<file path="config.mk">
export PLATFORM = sky130hd
export DESIGN_NAME = dac_serial_port
export DESIGN_NICKNAME = d
export VERILOG_FILES = /design/src/verilog/chan_regs.v /design/src/verilog/dac_serial_port.v
export VERILOG_INCLUDE_DIRS = /design/src /design/src/verilog
export SDC_FILE = /design/constraint.sdc
export NUM_CORES = 1
export LEC_CHECK = 0
export BUFFER_PORTS_ARGS = -buffer_cell sky130_fd_sc_hd__buf_2
export CAP_MARGIN = 20
export CORE_ASPECT_RATIO = 1.75
export CORE_MARGIN = 1
export CORE_UTILIZATION = 32
export CTS_CLUSTER_DIAMETER = 200
export CTS_CLUSTER_SIZE = 10
export DETAILED_ROUTE_END_ITERATION = 12
export GPL_TIMING_DRIVEN = 0
export PLACE_DENSITY = 0.57
export SYNTH_ARGS = -nofsm -noshare
export SYNTH_HDL_FRONTEND = slang
export SYNTH_SLANG_ARGS = --single-unit
</file>
<file path="constraint.sdc">
create_clock -name REF_CLK -period 3 [get_ports REF_CLK]
set_input_delay 0.6 -clock REF_CLK [delete_from_list [all_inputs] [get_ports REF_CLK]]
set_output_delay 0.6 -clock REF_CLK [all_outputs]
set_load 0.005 [all_outputs]
</file>
<file path="src/verilog/dac_port_consts.vh">
// Purpose: Constants for the quad converter serial write port
// Assumes: Included by the port design files only
// Notes:   Field positions refer to the 24-bit received word
`ifndef DAC_PORT_CONSTS_VH
`define DAC_PORT_CONSTS_VH

`define FRAME_BITS      24
`define CNT_W           5
`define CNT_FULL        5'h18
`define DATA_W          16
`define ADDR_HI_POS     23
`define ADDR_LO_POS     22
`define LDSEL1_POS      21
`define LDSEL0_POS      20
`define CHSEL_HI_POS    18
`define CHSEL_LO_POS    17
`define PDSEL_POS       16
`define DATA_RESET      16'h0000
`define CMD_STORE       2'h0
`define CMD_UPDATE      2'h1
`define CMD_SIMUL       2'h2
`define CMD_BCAST       2'h3
`define FRAME_GAP_NS    130
`define CLK_PERIOD_NS   100
`define FRAME_GAP_CYC   ((`FRAME_GAP_NS + `CLK_PERIOD_NS - 1) / `CLK_PERIOD_NS)

`endif

</file>
<file path="src/verilog/chan_regs.v">
// Purpose: Buffer and output register pair of one converter channel
// Assumes: Strobes are single-cycle pulses on REF_CLK
// Notes:   Output register loads from buffer or from fresh data
`timescale 1ns/1ns
`default_nettype none
`include "dac_port_consts.vh"
module chan_regs (
    input  wire                 clk,        // Core clock
    input  wire                 rst,        // Synchronous reset
    input  wire                 buf_we,     // Store fresh data into buffer
    input  wire                 out_we_new, // Load output from fresh data
    input  wire                 out_we_buf, // Load output from buffer
    input  wire [`DATA_W-1:0]   din,        // Fresh data
    output reg  [`DATA_W-1:0]   buf_q,      // Buffer contents
    output reg  [`DATA_W-1:0]   out_q       // Output register contents
);
    // ==================================================
    // Buffer and output registers
    always @(posedge clk) begin
        if (rst) begin
            buf_q <= `DATA_RESET;
            out_q <= `DATA_RESET;
        end else begin
            if (buf_we) begin
                buf_q <= din;
            end
            if (out_we_new) begin
                out_q <= din;
            end else if (out_we_buf) begin
                out_q <= buf_q; // RULE_13
            end
        end
    end
endmodule
`default_nettype wire

</file>
<file path="src/verilog/dac_serial_port.v">
// Behaviour
// RULE_01 - Low frame sync enables shifting; data sampled on falling serial clock
// RULE_02 - One bit per falling edge into a 24-bit shift register
// RULE_03 - Act on frame once 24th falling edge is received
// RULE_04 - Sync rising before 24th edge aborts frame with no update
// RULE_05 - Device address comes from two static address pins
// RULE_06 - Serial logic connected only while port enable is low
// RULE_07 - Load-all rising edge loads every output register together
// RULE_08 - Host waits 130 ns after 24th edge before next sync fall
// RULE_09 - Shift register locks after 24th edge within the frame
// RULE_10 - Top 8 bits control, low 16 bits data
// RULE_11 - Bits 23/22 must match address pins unless broadcast
// RULE_12 - Frame starts at sync falling edge; bit count restarts
// RULE_13 - Load-all copies each buffer register into its output
//
// Purpose: Serial write port of a quad 16-bit converter
// Assumes: All pins but RST asynchronous to REF_CLK; serial clock far slower
// Notes:   Power-down select bit is kept but drives nothing here
`timescale 1ns/1ns
`default_nettype none
`include "dac_port_consts.vh"
module dac_serial_port (
    input  wire                 REF_CLK,      // 10 MHz core clock
    input  wire                 RST,          // Synchronous reset, high
    input  wire                 SYNC_N,       // Frame sync, active low
    input  wire                 SCLK,         // Serial clock pin
    input  wire                 SDIN,         // Serial data pin
    input  wire                 ENABLE_N,     // Port enable, active low
    input  wire                 ADDR_SELECT_BIT0, // Address pin, low bit
    input  wire                 ADDR_SELECT_BIT1, // Address pin, high bit
    input  wire                 LOAD_ALL_OUTPUTS, // Load-all pin, rising edge
    output reg  [`DATA_W-1:0]   OUT_A,        // Channel A output register
    output reg  [`DATA_W-1:0]   OUT_B,        // Channel B output register
    output reg  [`DATA_W-1:0]   OUT_C,        // Channel C output register
    output reg  [`DATA_W-1:0]   OUT_D,        // Channel D output register
    output reg                  FRAME_DONE,   // Pulse: 24-bit frame received, any address
    output reg                  FRAME_ABORT   // Pulse: frame aborted
);
    // ==================================================
    // Input synchronisers
    // Bit order: 6 load, 5 high address, 4 low address, 3 enable,
    // 2 data, 1 serial clock, 0 frame sync
    reg  [6:0] meta_reg;
    reg  [6:0] sync_reg;
    reg        sclk_d_reg;
    reg        syncn_d_reg;
    reg        ld_d_reg;
    // Gated pin views; a disabled port looks idle to the frame logic
    wire       en_s    = ~sync_reg[3];
    wire       sclk_s  = sync_reg[1] | ~en_s;          // RULE_06
    wire       syncn_s = sync_reg[0] | ~en_s;          // RULE_06
    wire       sdin_s  = sync_reg[2];
    wire [1:0] addr_s  = {sync_reg[5], sync_reg[4]};   // RULE_05
    // Two stages per pin, then a delayed copy for edge detection
    always @(posedge REF_CLK) begin
        if (RST) begin
            meta_reg    <= 7'h4F;
            sync_reg    <= 7'h4F;
            sclk_d_reg  <= 1'b1;
            syncn_d_reg <= 1'b1;
            ld_d_reg    <= 1'b1;
        end else begin
            meta_reg    <= {LOAD_ALL_OUTPUTS, ADDR_SELECT_BIT1, ADDR_SELECT_BIT0,
                            ENABLE_N, SDIN, SCLK, SYNC_N};
            sync_reg    <= meta_reg;
            sclk_d_reg  <= sclk_s;
            syncn_d_reg <= syncn_s;
            ld_d_reg    <= sync_reg[6];
        end
    end
    // Edge detectors; load idles high in reset so no false rise follows
    wire       sclk_fall  = sclk_d_reg & ~sclk_s;
    wire       sync_fall  = syncn_d_reg & ~syncn_s;
    wire       sync_rise  = ~syncn_d_reg & syncn_s;
    wire       ld_rise    = ~ld_d_reg & sync_reg[6];

    // ==================================================
    // Frame state machine
    localparam [2:0] S_IDLE  = 3'b001;
    localparam [2:0] S_SHIFT = 3'b010;
    localparam [2:0] S_LOCK  = 3'b100;
    reg [2:0]             state_reg;
    reg [2:0]             state_next;
    reg [`FRAME_BITS-1:0] shift_reg;
    reg [`FRAME_BITS-1:0] shift_next;
    reg [`CNT_W-1:0]      cnt_reg;
    reg [`CNT_W-1:0]      cnt_next;
    reg                   exec_next;
    reg                   abort_next;
    // Next-state and shift logic
    always @* begin
        state_next = state_reg;
        shift_next = shift_reg;
        cnt_next   = cnt_reg;
        exec_next  = 1'b0;
        abort_next = 1'b0;
        case (state_reg)
            S_IDLE: begin
                if (sync_fall) begin
                    state_next = S_SHIFT;                // RULE_12
                    cnt_next   = {`CNT_W{1'b0}};         // RULE_12
                end
            end
            S_SHIFT: begin
                if (syncn_s) begin
                    state_next = S_IDLE;                 // RULE_04
                    shift_next = {`FRAME_BITS{1'b0}};    // RULE_04
                    abort_next = sync_rise;
                end else if (sclk_fall) begin
                    shift_next = {shift_reg[`FRAME_BITS-2:0], sdin_s}; // RULE_01 RULE_02
                    cnt_next   = cnt_reg + 1'b1;
                    if (cnt_reg == `CNT_FULL - 1'b1) begin
                        state_next = S_LOCK;             // RULE_09
                        exec_next  = 1'b1;               // RULE_03
                    end
                end
            end
            S_LOCK: begin
                if (sync_fall) begin
                    state_next = S_SHIFT;                // RULE_12
                    cnt_next   = {`CNT_W{1'b0}};
                end else if (syncn_s) begin
                    state_next = S_IDLE;
                end
            end
            default: begin
                state_next = S_IDLE;
            end
        endcase
    end
    // Frame registers
    reg exec_reg;
    always @(posedge REF_CLK) begin
        if (RST) begin
            state_reg <= S_IDLE;
            shift_reg <= {`FRAME_BITS{1'b0}};
            cnt_reg   <= {`CNT_W{1'b0}};
            exec_reg  <= 1'b0;
        end else begin
            state_reg <= state_next;
            shift_reg <= shift_next;
            cnt_reg   <= cnt_next;
            exec_reg  <= exec_next;
        end
    end

    // ==================================================
    // Command decode
    wire [1:0]         cmd    = shift_reg[`LDSEL1_POS:`LDSEL0_POS];       // RULE_10
    wire [1:0]         chsel  = shift_reg[`CHSEL_HI_POS:`CHSEL_LO_POS];
    wire [`DATA_W-1:0] data   = shift_reg[`DATA_W-1:0];                   // RULE_10
    wire               bcast  = (cmd == `CMD_BCAST);
    wire               match  = (shift_reg[`ADDR_HI_POS] == addr_s[1]) &&
                                (shift_reg[`ADDR_LO_POS] == addr_s[0]);  // RULE_11
    wire               go     = exec_reg & (match | bcast);              // RULE_11
    reg  [3:0]         buf_we;
    reg  [3:0]         we_new;
    reg  [3:0]         we_buf;
    reg  [3:0]         sel;
    // Per-channel strobes
    always @* begin
        sel    = 4'h1 << chsel;
        buf_we = 4'h0;
        we_new = 4'h0;
        we_buf = 4'h0;
        if (go) begin
            if (cmd == `CMD_STORE) begin
                buf_we = sel;
            end else if (cmd == `CMD_UPDATE) begin
                buf_we = sel;
                we_new = sel;
            end else if (cmd == `CMD_SIMUL) begin
                buf_we = sel;
                we_new = sel;
                we_buf = ~sel;
            end else if (shift_reg[`CHSEL_HI_POS]) begin
                buf_we = 4'hF;
                we_new = 4'hF;
            end else begin
                we_buf = 4'hF;
            end
        end
        if (ld_rise) begin
            we_buf = 4'hF;                               // RULE_07
        end
    end

    // ==================================================
    // Channel register banks
    wire [`DATA_W*4-1:0] out_bus;
    genvar gi;
    generate
        for (gi = 0; gi < 4; gi = gi + 1) begin : g_ch
            chan_regs u_ch (
                .clk        (REF_CLK),
                .rst        (RST),
                .buf_we     (buf_we[gi]),
                .out_we_new (we_new[gi]),
                .out_we_buf (we_buf[gi]),
                .din        (data),
                .buf_q      (),
                .out_q      (out_bus[gi*`DATA_W +: `DATA_W])
            );
        end
    endgenerate

    // ==================================================
    // Registered outputs
    always @(posedge REF_CLK) begin
        if (RST) begin
            OUT_A       <= `DATA_RESET;
            OUT_B       <= `DATA_RESET;
            OUT_C       <= `DATA_RESET;
            OUT_D       <= `DATA_RESET;
            FRAME_DONE  <= 1'b0;
            FRAME_ABORT <= 1'b0;
        end else begin
            OUT_A       <= out_bus[`DATA_W-1:0];
            OUT_B       <= out_bus[2*`DATA_W-1:`DATA_W];
            OUT_C       <= out_bus[3*`DATA_W-1:2*`DATA_W];
            OUT_D       <= out_bus[4*`DATA_W-1:3*`DATA_W];
            FRAME_DONE  <= exec_reg;
            FRAME_ABORT <= abort_next;
        end
    end
endmodule
`default_nettype wire

</file>
==> key figures, run 1 <==
Power and ir drop
  – Sw Ratio: 0.225
  – Peak supply drop: 0.429 mV
  – Switch Pwr: approximately 1.5 mW
  – Power density over the cells: 567 mW/mm²
  – Clock power frac: 0.447
  – Gate power share: 0.046
  – P_int: 5.07 mW
  – Flop pwr share: 0.507
  – Leakage: 3.83 nW

Global route
  – Antenna violations before repair: 0
  – Vias in the first global route: 8875
  – Most used routing layer: met2
  – Routing usage on met3: 0.0235
  – Grt met1 use: 0.218
  – Largest net degree at the start of global routing: 14
  – Met2 usage: 0.359
  – GRT Total Usage: 0.200
  – First-pass GRT wire length: 49600 µm
  – Congestion Overflow GR: 0

Finish
  – Diodes inserted: 0
  – Commonest non-fill, non-tap cell in the layout: dfxtp_1
  – P&R area growth vs syn: 16.0%
  – # nets final: between 1000 and 1500
  – Leading cell types in the layout, fill and taps excluded: dfxtp_1 (244), buf_2 (112), clkbuf_1 (87), nor2b_1 (73), nand4_1 (70)
  – Non-Filler Instances: about 1600
  – Share of cells above drive strength 1: 0.157
  – Final instance area: 0.0115 mm²

Worst setup path
  – CP max FO: 10
  – R2R setup slack: 0.42 ns
  – Slowest cell on the critical path: nor2b_1
  – Req. time, crit path: about 3.4 ns
  – Worst path cell trace: nor2b_1 > buf_2 > clkbuf_1 > a211oi_1 > a311oi_1
  – RR Endpoint: g_ch[3].u_ch.out_q[0]
  – Endpoint class of the critical path: flip-flop
  – Startpoint type of the worst setup path: flip-flop
  – Biggest cell delay along the critical path: 0.67 ns
  – WP data arrival: 3.01 ns
  – R2R depth: 5
  – Crit Path Class: flip-flop to flip-flop
  – Critical R2R Launch: sync_reg[6]

STA
  – Fin crit period: 2.58 ns
  – Final setup vio count: 0
  – Worst Tran Pin Value: about 0.94 ns
  – Max-slew violation count: 0
  – Slew margin rel.: 0.370
  – Final Hold Vio Count: 0
  – Period utilization: 0.860
  – Setup ws final: 0.420 ns
  – Clock skew: 0.0147 ns
  – RSZ-0062 raised after global routing: no
  – Total negative slack: 0 ns
  – Fmax: 388 MHz
  – Hold_ws: 0.241 ns

Route
  – Vias: 8903
  – Mean routed wirelength per cell: 20.1 µm
  – Final WL: ~32000 µm
  – Initial DRT Pass Iterations: 6
  – Via density: ~5.7
  – Initial DRC count: around 630
  – DRC Markers: 0
  – Final antenna-violating net count: 0

Placed design
  – Placed cell area: ~0.011 mm²
  – Post-place setup slack: 0.508 ns
  – GPL Wtd Cong: 0.873
  – Port bufs: 74
  – Placed instance count: 1539
  – DP Wirelength: 22800 µm

CTS
  – CTS H-tree depth: 1
  – Post-CTS resize count: 0
  – CTS Buffer Depth: 3
  – Post-CTS Setup Bufs: 0
  – Clock-pin transition on the worst setup and hold timing paths: 0.06 ns
  – Worst skew pair latency: roughly 0.54 ns
  – CTS Buf Count: 28
  – Cts hold-fix bufs: 0
  – # clock sinks: about 240
  – TritonCTS clock tree: yes
  – Clk root buf: clkbuf_16

Die
  – Die area: 0.0318 mm²
  – Die width: 135 µm
  – Chip Height: 235 µm
  – Starting Density: 0.325
  – CORE AREA: 0.0306 mm²
  – Ports: 75
  – Cell Rows: 85

Status
  – Status: finished clean

Yosys
  – Synth Warn #: 0
  – Mean Syn Cell Area: just over 9 µm²
  – Cell variety after synth: 52
  – Syn_nets: roughly 1100
  – Syn Std Cell Area: 0.00995 mm²
  – Yosys reg bits: about 240
  – Asr flop ratio synth: 0
  – Sequential area share after synthesis: 0.491
  – Synth Instances: between 1000 and 1500
  – Main synth FF type: dfxtp_1
  – Number of enable flip-flop cells after synthesis: 0

Worst hold path
  – HP Class: primary input to flip-flop
  – Worst Hold Path EP: meta_reg[0]
  – Hold Startpoint: SYNC_N
  – Cells on Worst Hold Path: 2

Flow run
  – Max Cap Viol: 0
-- cells in the mapped netlist (all sizes together) (2+ instances only) --
| master | instances | area [µm²] |
|---|---|---|
| a211oi | 64 | 480 |
| a21boi | 4 | 45.0 |
| a21o | 5 | 37.5 |
| a21oi | 73 | 380 |
| a22oi | 24 | 180 |
| a311oi | 64 | 561 |
| and2 | 2 | 12.5 |
| and4 | 2 | 22.5 |
| buf | 48 | 265 |
| clkbuf | 87 | 327 |
| dfxtp | 244 | 4880 |
| inv | 5 | 18.8 |
| mux2i | 5 | 50.1 |
| nand2 | 16 | 60.1 |
| nand2b | 6 | 37.5 |
| nand3 | 66 | 330 |
| nand3b | 2 | 15.0 |
| nand4 | 70 | 438 |
| nor2 | 31 | 116 |
| nor2b | 73 | 457 |
| nor3 | 3 | 31.3 |
| nor3b | 4 | 30.0 |
| nor4 | 2 | 12.5 |
| o21ai | 71 | 363 |
| o31ai | 65 | 488 |
| or2 | 13 | 81.3 |
| or3 | 2 | 12.5 |
| or3b | 3 | 26.3 |
| or4b | 2 | 20.0 |
| xnor2 | 2 | 17.5 |
| xor2 | 4 | 42.6 |
-- worst max-delay path: cells and delay by family (launching register included) --
kind / cells / cell delay [ns]
and+or+nand+nor: 1 / 0.67
AOI/OAI and AO/OA: 2 / 0.50
buffers and inverters: 2 / 0.99
DFF: 1 / 0.31
-- power groups by stage --
stage | Combinational [mW] | Clock, mW | Sequential, mW
after floorplan | 0.191 | 0 | 3.38
final | 0.303 | 2.92 | 3.32
after global routing | 0.328 | 3.11 | 3.32
after CTS | 0.302 | 2.99 | 3.32
after detailed placement | 0.301 | 0 | 3.39
after global placement | 0.298 | 0 | 3.39
-- per-stage QoR --
| stage | total power [mW] | util |
|---|---|---|
| final | 6.55 | 0.377 |
| after global routing | 6.76 | 0.377 |
| after CTS | 6.61 | 0.377 |
| after detailed placement | 3.69 | 0.353 |
| after global placement | 3.69 | 0.353 |
| after floorplan | 3.57 | - |
-- worst max-delay path by stage --
stage	from	to	slack, ns	cells after the start
floorplan	state_reg[0]	state_reg[2]	1.37	5
global route	sync_reg[6]	g_ch[3].u_ch.out_q[0]	0.40	5
CTS	sync_reg[6]	g_ch[3].u_ch.out_q[0]	0.47	5
global placement	sync_reg[6]	g_ch[3].u_ch.out_q[0]	0.49	5
detailed placement	sync_reg[6]	g_ch[3].u_ch.out_q[0]	0.51	5
finish	sync_reg[6]	g_ch[3].u_ch.out_q[0]	0.42	5
-- layer usage --
metal	up-vias	wire (µm)
met5	-	0
met4	0	1820
met3	95	1460
met2	293	16300
met1	4257	12100
li1	4258	-
-- kinds of logic (layout without fill, tap and decap cells) --
kind of cell / count (synthesis) / after routing / synth area share
multiplexers: 5 / 5 / 0.00503
flip-flops: 244 / 244 / 0.491
AND/OR/NAND/NOR: 299 / 299 / 0.173
XOR/XNOR: 6 / 6 / 0.00604
buffers and inverters: 140 / 244 / 0.0614
adder cells (fa/ha/maj): 1 / 1 / 0.00126
AO/OA/AOI/OAI: 379 / 379 / 0.262
-- layout make-up --
| class | instances | area (µm²) |
|---|---|---|
| inverter | 5 | 18.8 |
| timing repair buffer | 74 | 370 |
| sequential | 244 | 4880 |
| clock buffer | 29 | 726 |
| tap | 391 | 489 |
| multi-input combinational | 690 | 4450 |
| clock inverter | 1 | 8.76 |
| fill | 3153 | 19100 |
| buffer | 135 | 592 |
Note: power is estimated with default switching activity, not from simulation.
==> run 2: changes to the inputs <==
--- a/config.mk
+++ b/config.mk
@@ -12,7 +12,7 @@
 export CORE_MARGIN = 1
 export CORE_UTILIZATION = 32
 export CTS_CLUSTER_DIAMETER = 200
-export CTS_CLUSTER_SIZE = 10
+export CTS_CLUSTER_SIZE = 40
 export DETAILED_ROUTE_END_ITERATION = 12
 export GPL_TIMING_DRIVEN = 0
 export PLACE_DENSITY = 0.57
==> constraint.sdc (replaced) <==
create_clock -name REF_CLK -period 3.3 [get_ports REF_CLK]
set_input_delay 0.66 -clock REF_CLK [delete_from_list [all_inputs] [get_ports REF_CLK]]
set_output_delay 0.66 -clock REF_CLK [all_outputs]
set_load 0.005 [all_outputs]
==> run 2 against run 1 <==
Effect of this change: worst hold slack better by 0.10 ns; via count shrank 0.81%; worst setup slack improved by 0.25 ns; clock power decreased by 46%; core utilization decreased by 1.4 points; combinational power shrank 9.2%; sequential share of layout area grew 1.6 points; count of clock-buffer cells in the layout fell by 18; first-iteration DRC count rose by 0.47%; die area unchanged; sequential cell count unchanged; global-route usage shrank 0.40 points; critical path type unchanged; critical endpoint unchanged; largest cell class unchanged; largest power group unchanged.
==> key figures, run 2 (same netlist as run 1, synthesis figures left out) <==
Route
  – DRC Markers: 0
  – Vias: 8831
  – Final WL: 30900 µm
  – Mean routed wirelength per cell: approximately 20 µm
  – Via density: 5.69
  – Initial DRC count: 635
  – Final antenna-violating net count: 0
  – Initial DRT Pass Iterations: 6

Finish
  – Leading cell types in the layout, fill and taps excluded: dfxtp_1 (244), buf_2 (112), clkbuf_1 (87), nor2b_1 (73), nand4_1 (70)
  – Final instance area: 0.0111 mm²
  – P&R area growth vs syn: 11.7%
  – Fillers: 3190
  – Diodes inserted: 0
  – Multi-input gate area: 0.00445 mm²
  – # nets final: about 1200
  – FF/Latch Area: 0.00488 mm²
  – Commonest non-fill, non-tap cell in the layout: dfxtp_1
  – Share of cells above drive strength 1: 0.144

Flow run
  – Max Cap Viol: 0

Die
  – Starting Density: 0.325
  – Die area: around 0.032 mm²
  – Cell Rows: 85
  – Chip Height: ~240 µm
  – Die width: 135 µm
  – Ports: 75
  – CORE AREA: 0.0306 mm²

CTS
  – Clk root buf: clkbuf_16
  – Post-CTS Setup Bufs: 0
  – CTS Buffer Depth: 3
  – Clock-pin transition on the worst setup and hold timing paths: 0.14 ns
  – CTS H-tree depth: 1
  – CTS Buf Count: 10
  – TritonCTS clock tree: yes
  – Worst skew pair latency: 0.50 ns
  – # clock sinks: 244
  – Cts hold-fix bufs: 0
  – Post-CTS resize count: 0

Global route
  – First-pass GRT wire length: ~50000 µm
  – Largest net degree at the start of global routing: 41
  – Antenna violations before repair: 0
  – GRT Total Usage: 0.196
  – Vias in the first global route: 8684
  – Congestion Overflow GR: 0

Power and ir drop
  – Leakage: 3.61 nW
  – Power density over the cells: 437 mW/mm²
  – Peak supply drop: between 0.2 and 0.3 mV

Placed design
  – GPL Wtd Cong: about 0.87
  – DP Wirelength: 22800 µm
  – Port bufs: between 70 and 80
  – Placed cell area: 0.0108 mm²

STA
  – Worst Tran Pin Value: 0.953 ns
  – RSZ-0062 raised after global routing: no
  – Final Hold Vio Count: 0
  – Final setup vio count: 0
  – Slew margin rel.: 0.364
  – Clock skew: 0.0558 ns
  – Max-slew violation count: 0
  – Fin crit period: 2.63 ns
  – Total negative slack: 0 ns
  – Period utilization: 0.796
  – Fmax: roughly 380 MHz

Status
  – Status: finished clean

Worst setup path
  – Endpoint class of the critical path: flip-flop
  – Startpoint type of the worst setup path: flip-flop
  – WP data arrival: about 3.0 ns
  – Req. time, crit path: 3.69 ns
  – CP max FO: 10
  – Crit Path Class: flip-flop to flip-flop

Worst hold path
  – HP Class: primary input to flip-flop
[run 2: cell count changes in the layout (fill, tap and decap cells not counted)]
cell | before | now
clkinv_16 | 0 | 1
clkinv_4 | 1 | 0
clkbuf_16 | 29 | 11
[run 2: final cells by class]
| type | count | area share |
|---|---|---|
| Clock inverter | 1 | 0.00270 |
| Buffer | 135 | 0.0532 |
| Sequential cell | 244 | 0.439 |
| Multi-Input combinational cell | 690 | 0.401 |
| Tap cell | 391 | 0.0440 |
| Timing Repair Buffer | 74 | 0.0333 |
| Inverter | 5 | 0.00169 |
| Clock buffer | 11 | 0.0248 |
[run 2: final timing paths]
kind	slack (ns)	to	from	cells after the start
worst max-delay path	0.67	g_ch[3].u_ch.out_q[0]	sync_reg[6]	5
worst min-delay path	0.34	meta_reg[0]	SYNC_N	2
worst max register to register	0.67	g_ch[3].u_ch.out_q[0]	sync_reg[6]	5
worst min register to register	0.43	sync_reg[1]	meta_reg[1]	1
[run 2: worst max-delay path: stages (launching register included)]
cell and delay (ns):
dfxtp_1 0.34, nor2b_1 0.68, buf_2 0.43, clkbuf_1 0.59, a211oi_1 0.14, a311oi_1 0.35
[run 2: metrics by stage]
step                      setup WS [ns]   util  instances  power, mW  hold WS [ns]
after global placement            0.795  0.353       1539       3.35         0.396
after detailed placement          0.808  0.353       1539       3.36         0.407
after CTS                         0.779  0.363       1551       4.90         0.338
after floorplan                    1.67      -       1074       3.25         0.389
after global routing              0.683  0.363       1551       5.03         0.335
final                             0.674  0.363       1551       4.86         0.343
[run 2: where the power goes]
group / internal (mW) / total [mW] / leakage [nW] / switching (mW)
registers: 3.00 / 3.02 / 1.97 / 0.0212
logic: 0.0826 / 0.275 / 1.49 / 0.192
clock network: 0.622 / 1.57 / 0.147 / 0.949
[run 2: routing by layer]
| layer | wire length [µm] | global-route usage | vias to the layer above |
|---|---|---|---|
| li1 | - | - | 4217 |
| met1 | 11700 | 0.218 | 4200 |
| met2 | 16000 | 0.352 | 319 |
| met3 | 1520 | 0.0220 | 95 |
| met4 | 1790 | 0.114 | 0 |
| met5 | 0 | 0 | - |
==> run 3: changes to the inputs <==
--- a/config.mk
+++ b/config.mk
@@ -15,7 +15,7 @@
 export CTS_CLUSTER_SIZE = 40
 export DETAILED_ROUTE_END_ITERATION = 12
 export GPL_TIMING_DRIVEN = 0
-export PLACE_DENSITY = 0.57
+export PLACE_DENSITY = 0.59
 export SYNTH_ARGS = -nofsm -noshare
 export SYNTH_HDL_FRONTEND = slang
 export SYNTH_SLANG_ARGS = --single-unit
==> constraint.sdc (replaced) <==
create_clock -name REF_CLK -period 2.39 [get_ports REF_CLK]
set_input_delay 0.478 -clock REF_CLK [delete_from_list [all_inputs] [get_ports REF_CLK]]
set_output_delay 0.478 -clock REF_CLK [all_outputs]
set_load 0.005 [all_outputs]
==> run 3 against run 2 <==
Effect of this change: combinational power grew 37%; clock power grew 39%; sequential cell count stayed put; via count decreased by 1.3%; critical path type unchanged; the flow now finishes with violations (design-rule violations); count of clock-buffer cells in the layout is the same; final cell count unchanged; worst hold slack worse by 0.19 ns; highest routed layer unchanged; cell area about the same; core utilization about the same; sequential share of layout area barely moved.
==> key figures, run 3 (same netlist as run 1, synthesis figures left out) <==
Finish
  – Fillers: 3185
  – Post-layout util: 0.363
  – # nets final: 1170
  – Share of cells above drive strength 1: 0.146
  – Final instance area: approximately 0.011 mm²
  – P&R area growth vs syn: 11.7%
  – Leading cell types in the layout, fill and taps excluded: dfxtp_1 (244), buf_2 (112), clkbuf_1 (86), nor2b_1 (72), nand4_1 (70)
  – Commonest non-fill, non-tap cell in the layout: dfxtp_1
  – Diodes inserted: 0

Worst setup path
  – WP data arrival: 2.68 ns
  – Startpoint type of the worst setup path: flip-flop
  – Most frequent CP cell: buf_2
  – Worst path buffer plus inverter count: 3
  – Req. time, crit path: between 2 and 3 ns
  – Worst path cell trace: buf_2 > inv_2 > a21oi_2 > a21o_1 > buf_2 > a311oi_1
  – Setup crit start: exec_reg
  – Top Family by Delay on Critical Path: compound AO/OA/AOI/OAI gates
  – Crit Path Class: flip-flop to flip-flop
  – Slowest cell on the critical path: dfxtp_1
  – Critical R2R Launch: exec_reg
  – Endpoint class of the critical path: flip-flop
  – Biggest cell delay along the critical path: 0.45 ns
  – CP max FO: 10

Die
  – Die area: 0.0318 mm²
  – Starting Density: 0.325
  – Ports: 75
  – Chip Height: 235 µm
  – Die width: between 100 and 150 µm
  – CORE AREA: just over 0.03 mm²
  – Cell Rows: 85

STA
  – Fin crit period: 2.31 ns
  – Total negative slack: 0 ns
  – Max-slew violation count: 0
  – Setup ws final: 0.0804 ns
  – RSZ-0062 raised after global routing: no
  – Final Hold Vio Count: 0
  – Worst Tran Pin Value: slightly below 0.9 ns
  – Final setup vio count: 0
  – Slew margin rel.: 0.409
  – Period utilization: 0.966
  – Fmax: 433 MHz
  – Clock skew: 0.0643 ns

CTS
  – CTS Buf Count: 10
  – Clk root buf: clkbuf_16
  – CTS H-tree depth: 1
  – Clock-pin transition on the worst setup and hold timing paths: 0.14 ns
  – CTS Buffer Depth: 3
  – Worst skew pair latency: 0.51 ns
  – # clock sinks: 244
  – TritonCTS clock tree: yes

Status
  – Failing checks: design-rule violations
  – Status: finished, violations left

Global route
  – Vias in the first global route: around 8600
  – Congestion Overflow GR: 0
  – Antenna violations before repair: 0
  – Largest net degree at the start of global routing: between 40 and 50
  – First-pass GRT wire length: roughly 48000 µm
  – GRT Total Usage: 0.192

Placed design
  – Port bufs: 74
  – Placed cell area: 0.0108 mm²
  – GPL Wtd Cong: 0.879
  – Post-place setup slack: ~0.0067 ns
  – DP Wirelength: about 23000 µm

Route
  – Vias: between 8000 and 9000
  – Final antenna-violating net count: 0
  – Initial DRC count: 633
  – Mean routed wirelength per cell: 19.8 µm
  – DRC Markers: 2
  – Final WL: between 30000 and 40000 µm
  – Via density: between 5 and 6
  – Initial DRT Pass Iterations: 9

Worst hold path
  – Hold Startpoint: SYNC_N
  – HP Class: primary input to flip-flop

Power and ir drop
  – Leakage: roughly 3.6 nW
  – PnR Total Power: 6.72 mW
  – Peak supply drop: ~0.42 mV
  – Power density over the cells: around 600 mW/mm²

Flow run
  – Max Cap Viol: 0
## run 3: final cells by class
class / instances / area [µm²] / share of cell area
timing repair buffer: 74 / 370 / 0.0333
clock buffer: 11 / 275 / 0.0248
buffer: 135 / 593 / 0.0533
inverter: 5 / 18.8 / 0.00169
sequential: 244 / 4880 / 0.439
clock inverter: 1 / 30.0 / 0.00270
multi-input combinational: 690 / 4460 / 0.401
tap: 391 / 489 / 0.0440
## run 3: where the power goes
group / total, mW / leakage (nW) / internal, mW / switching, mW
sequential: 4.17 / 1.97 / 4.14 / 0.0315
clock: 2.18 / 0.147 / 0.859 / 1.32
combinational: 0.376 / 1.50 / 0.114 / 0.262
## run 3: routing by layer
metal | wire length (µm) | up-vias | track usage
li1 | - | 4207 | -
met1 | 11700 | 4167 | 0.216
met2 | 16200 | 265 | 0.358
met3 | 1400 | 74 | 0.0179
met4 | 1350 | 0 | 0.0851
met5 | 0 | - | 0
## run 3: through the flow
stage,cells,hold WS (ns)
after CTS,1551,0.140
after floorplan,1074,0.389
after detailed placement,1539,0.399
after global placement,1539,0.395
final,1551,0.151
after global routing,1551,0.142
## run 3: path summary, 6_finish.rpt
kind	endpoint	slack (ns)	depth (start not counted)
hold reg to reg	sync_reg[5]	0.37	1
setup / recovery	g_ch[3].u_ch.out_q[8]	0.08	6
hold / removal	meta_reg[0]	0.15	2
setup reg to reg	g_ch[3].u_ch.out_q[8]	0.08	6
## run 3: timing repair
item	in CTS	in global routing
gates resized for setup	1	1
setup endpoints to repair	2	15
buffers inserted	0	0
hold buffers	0	0
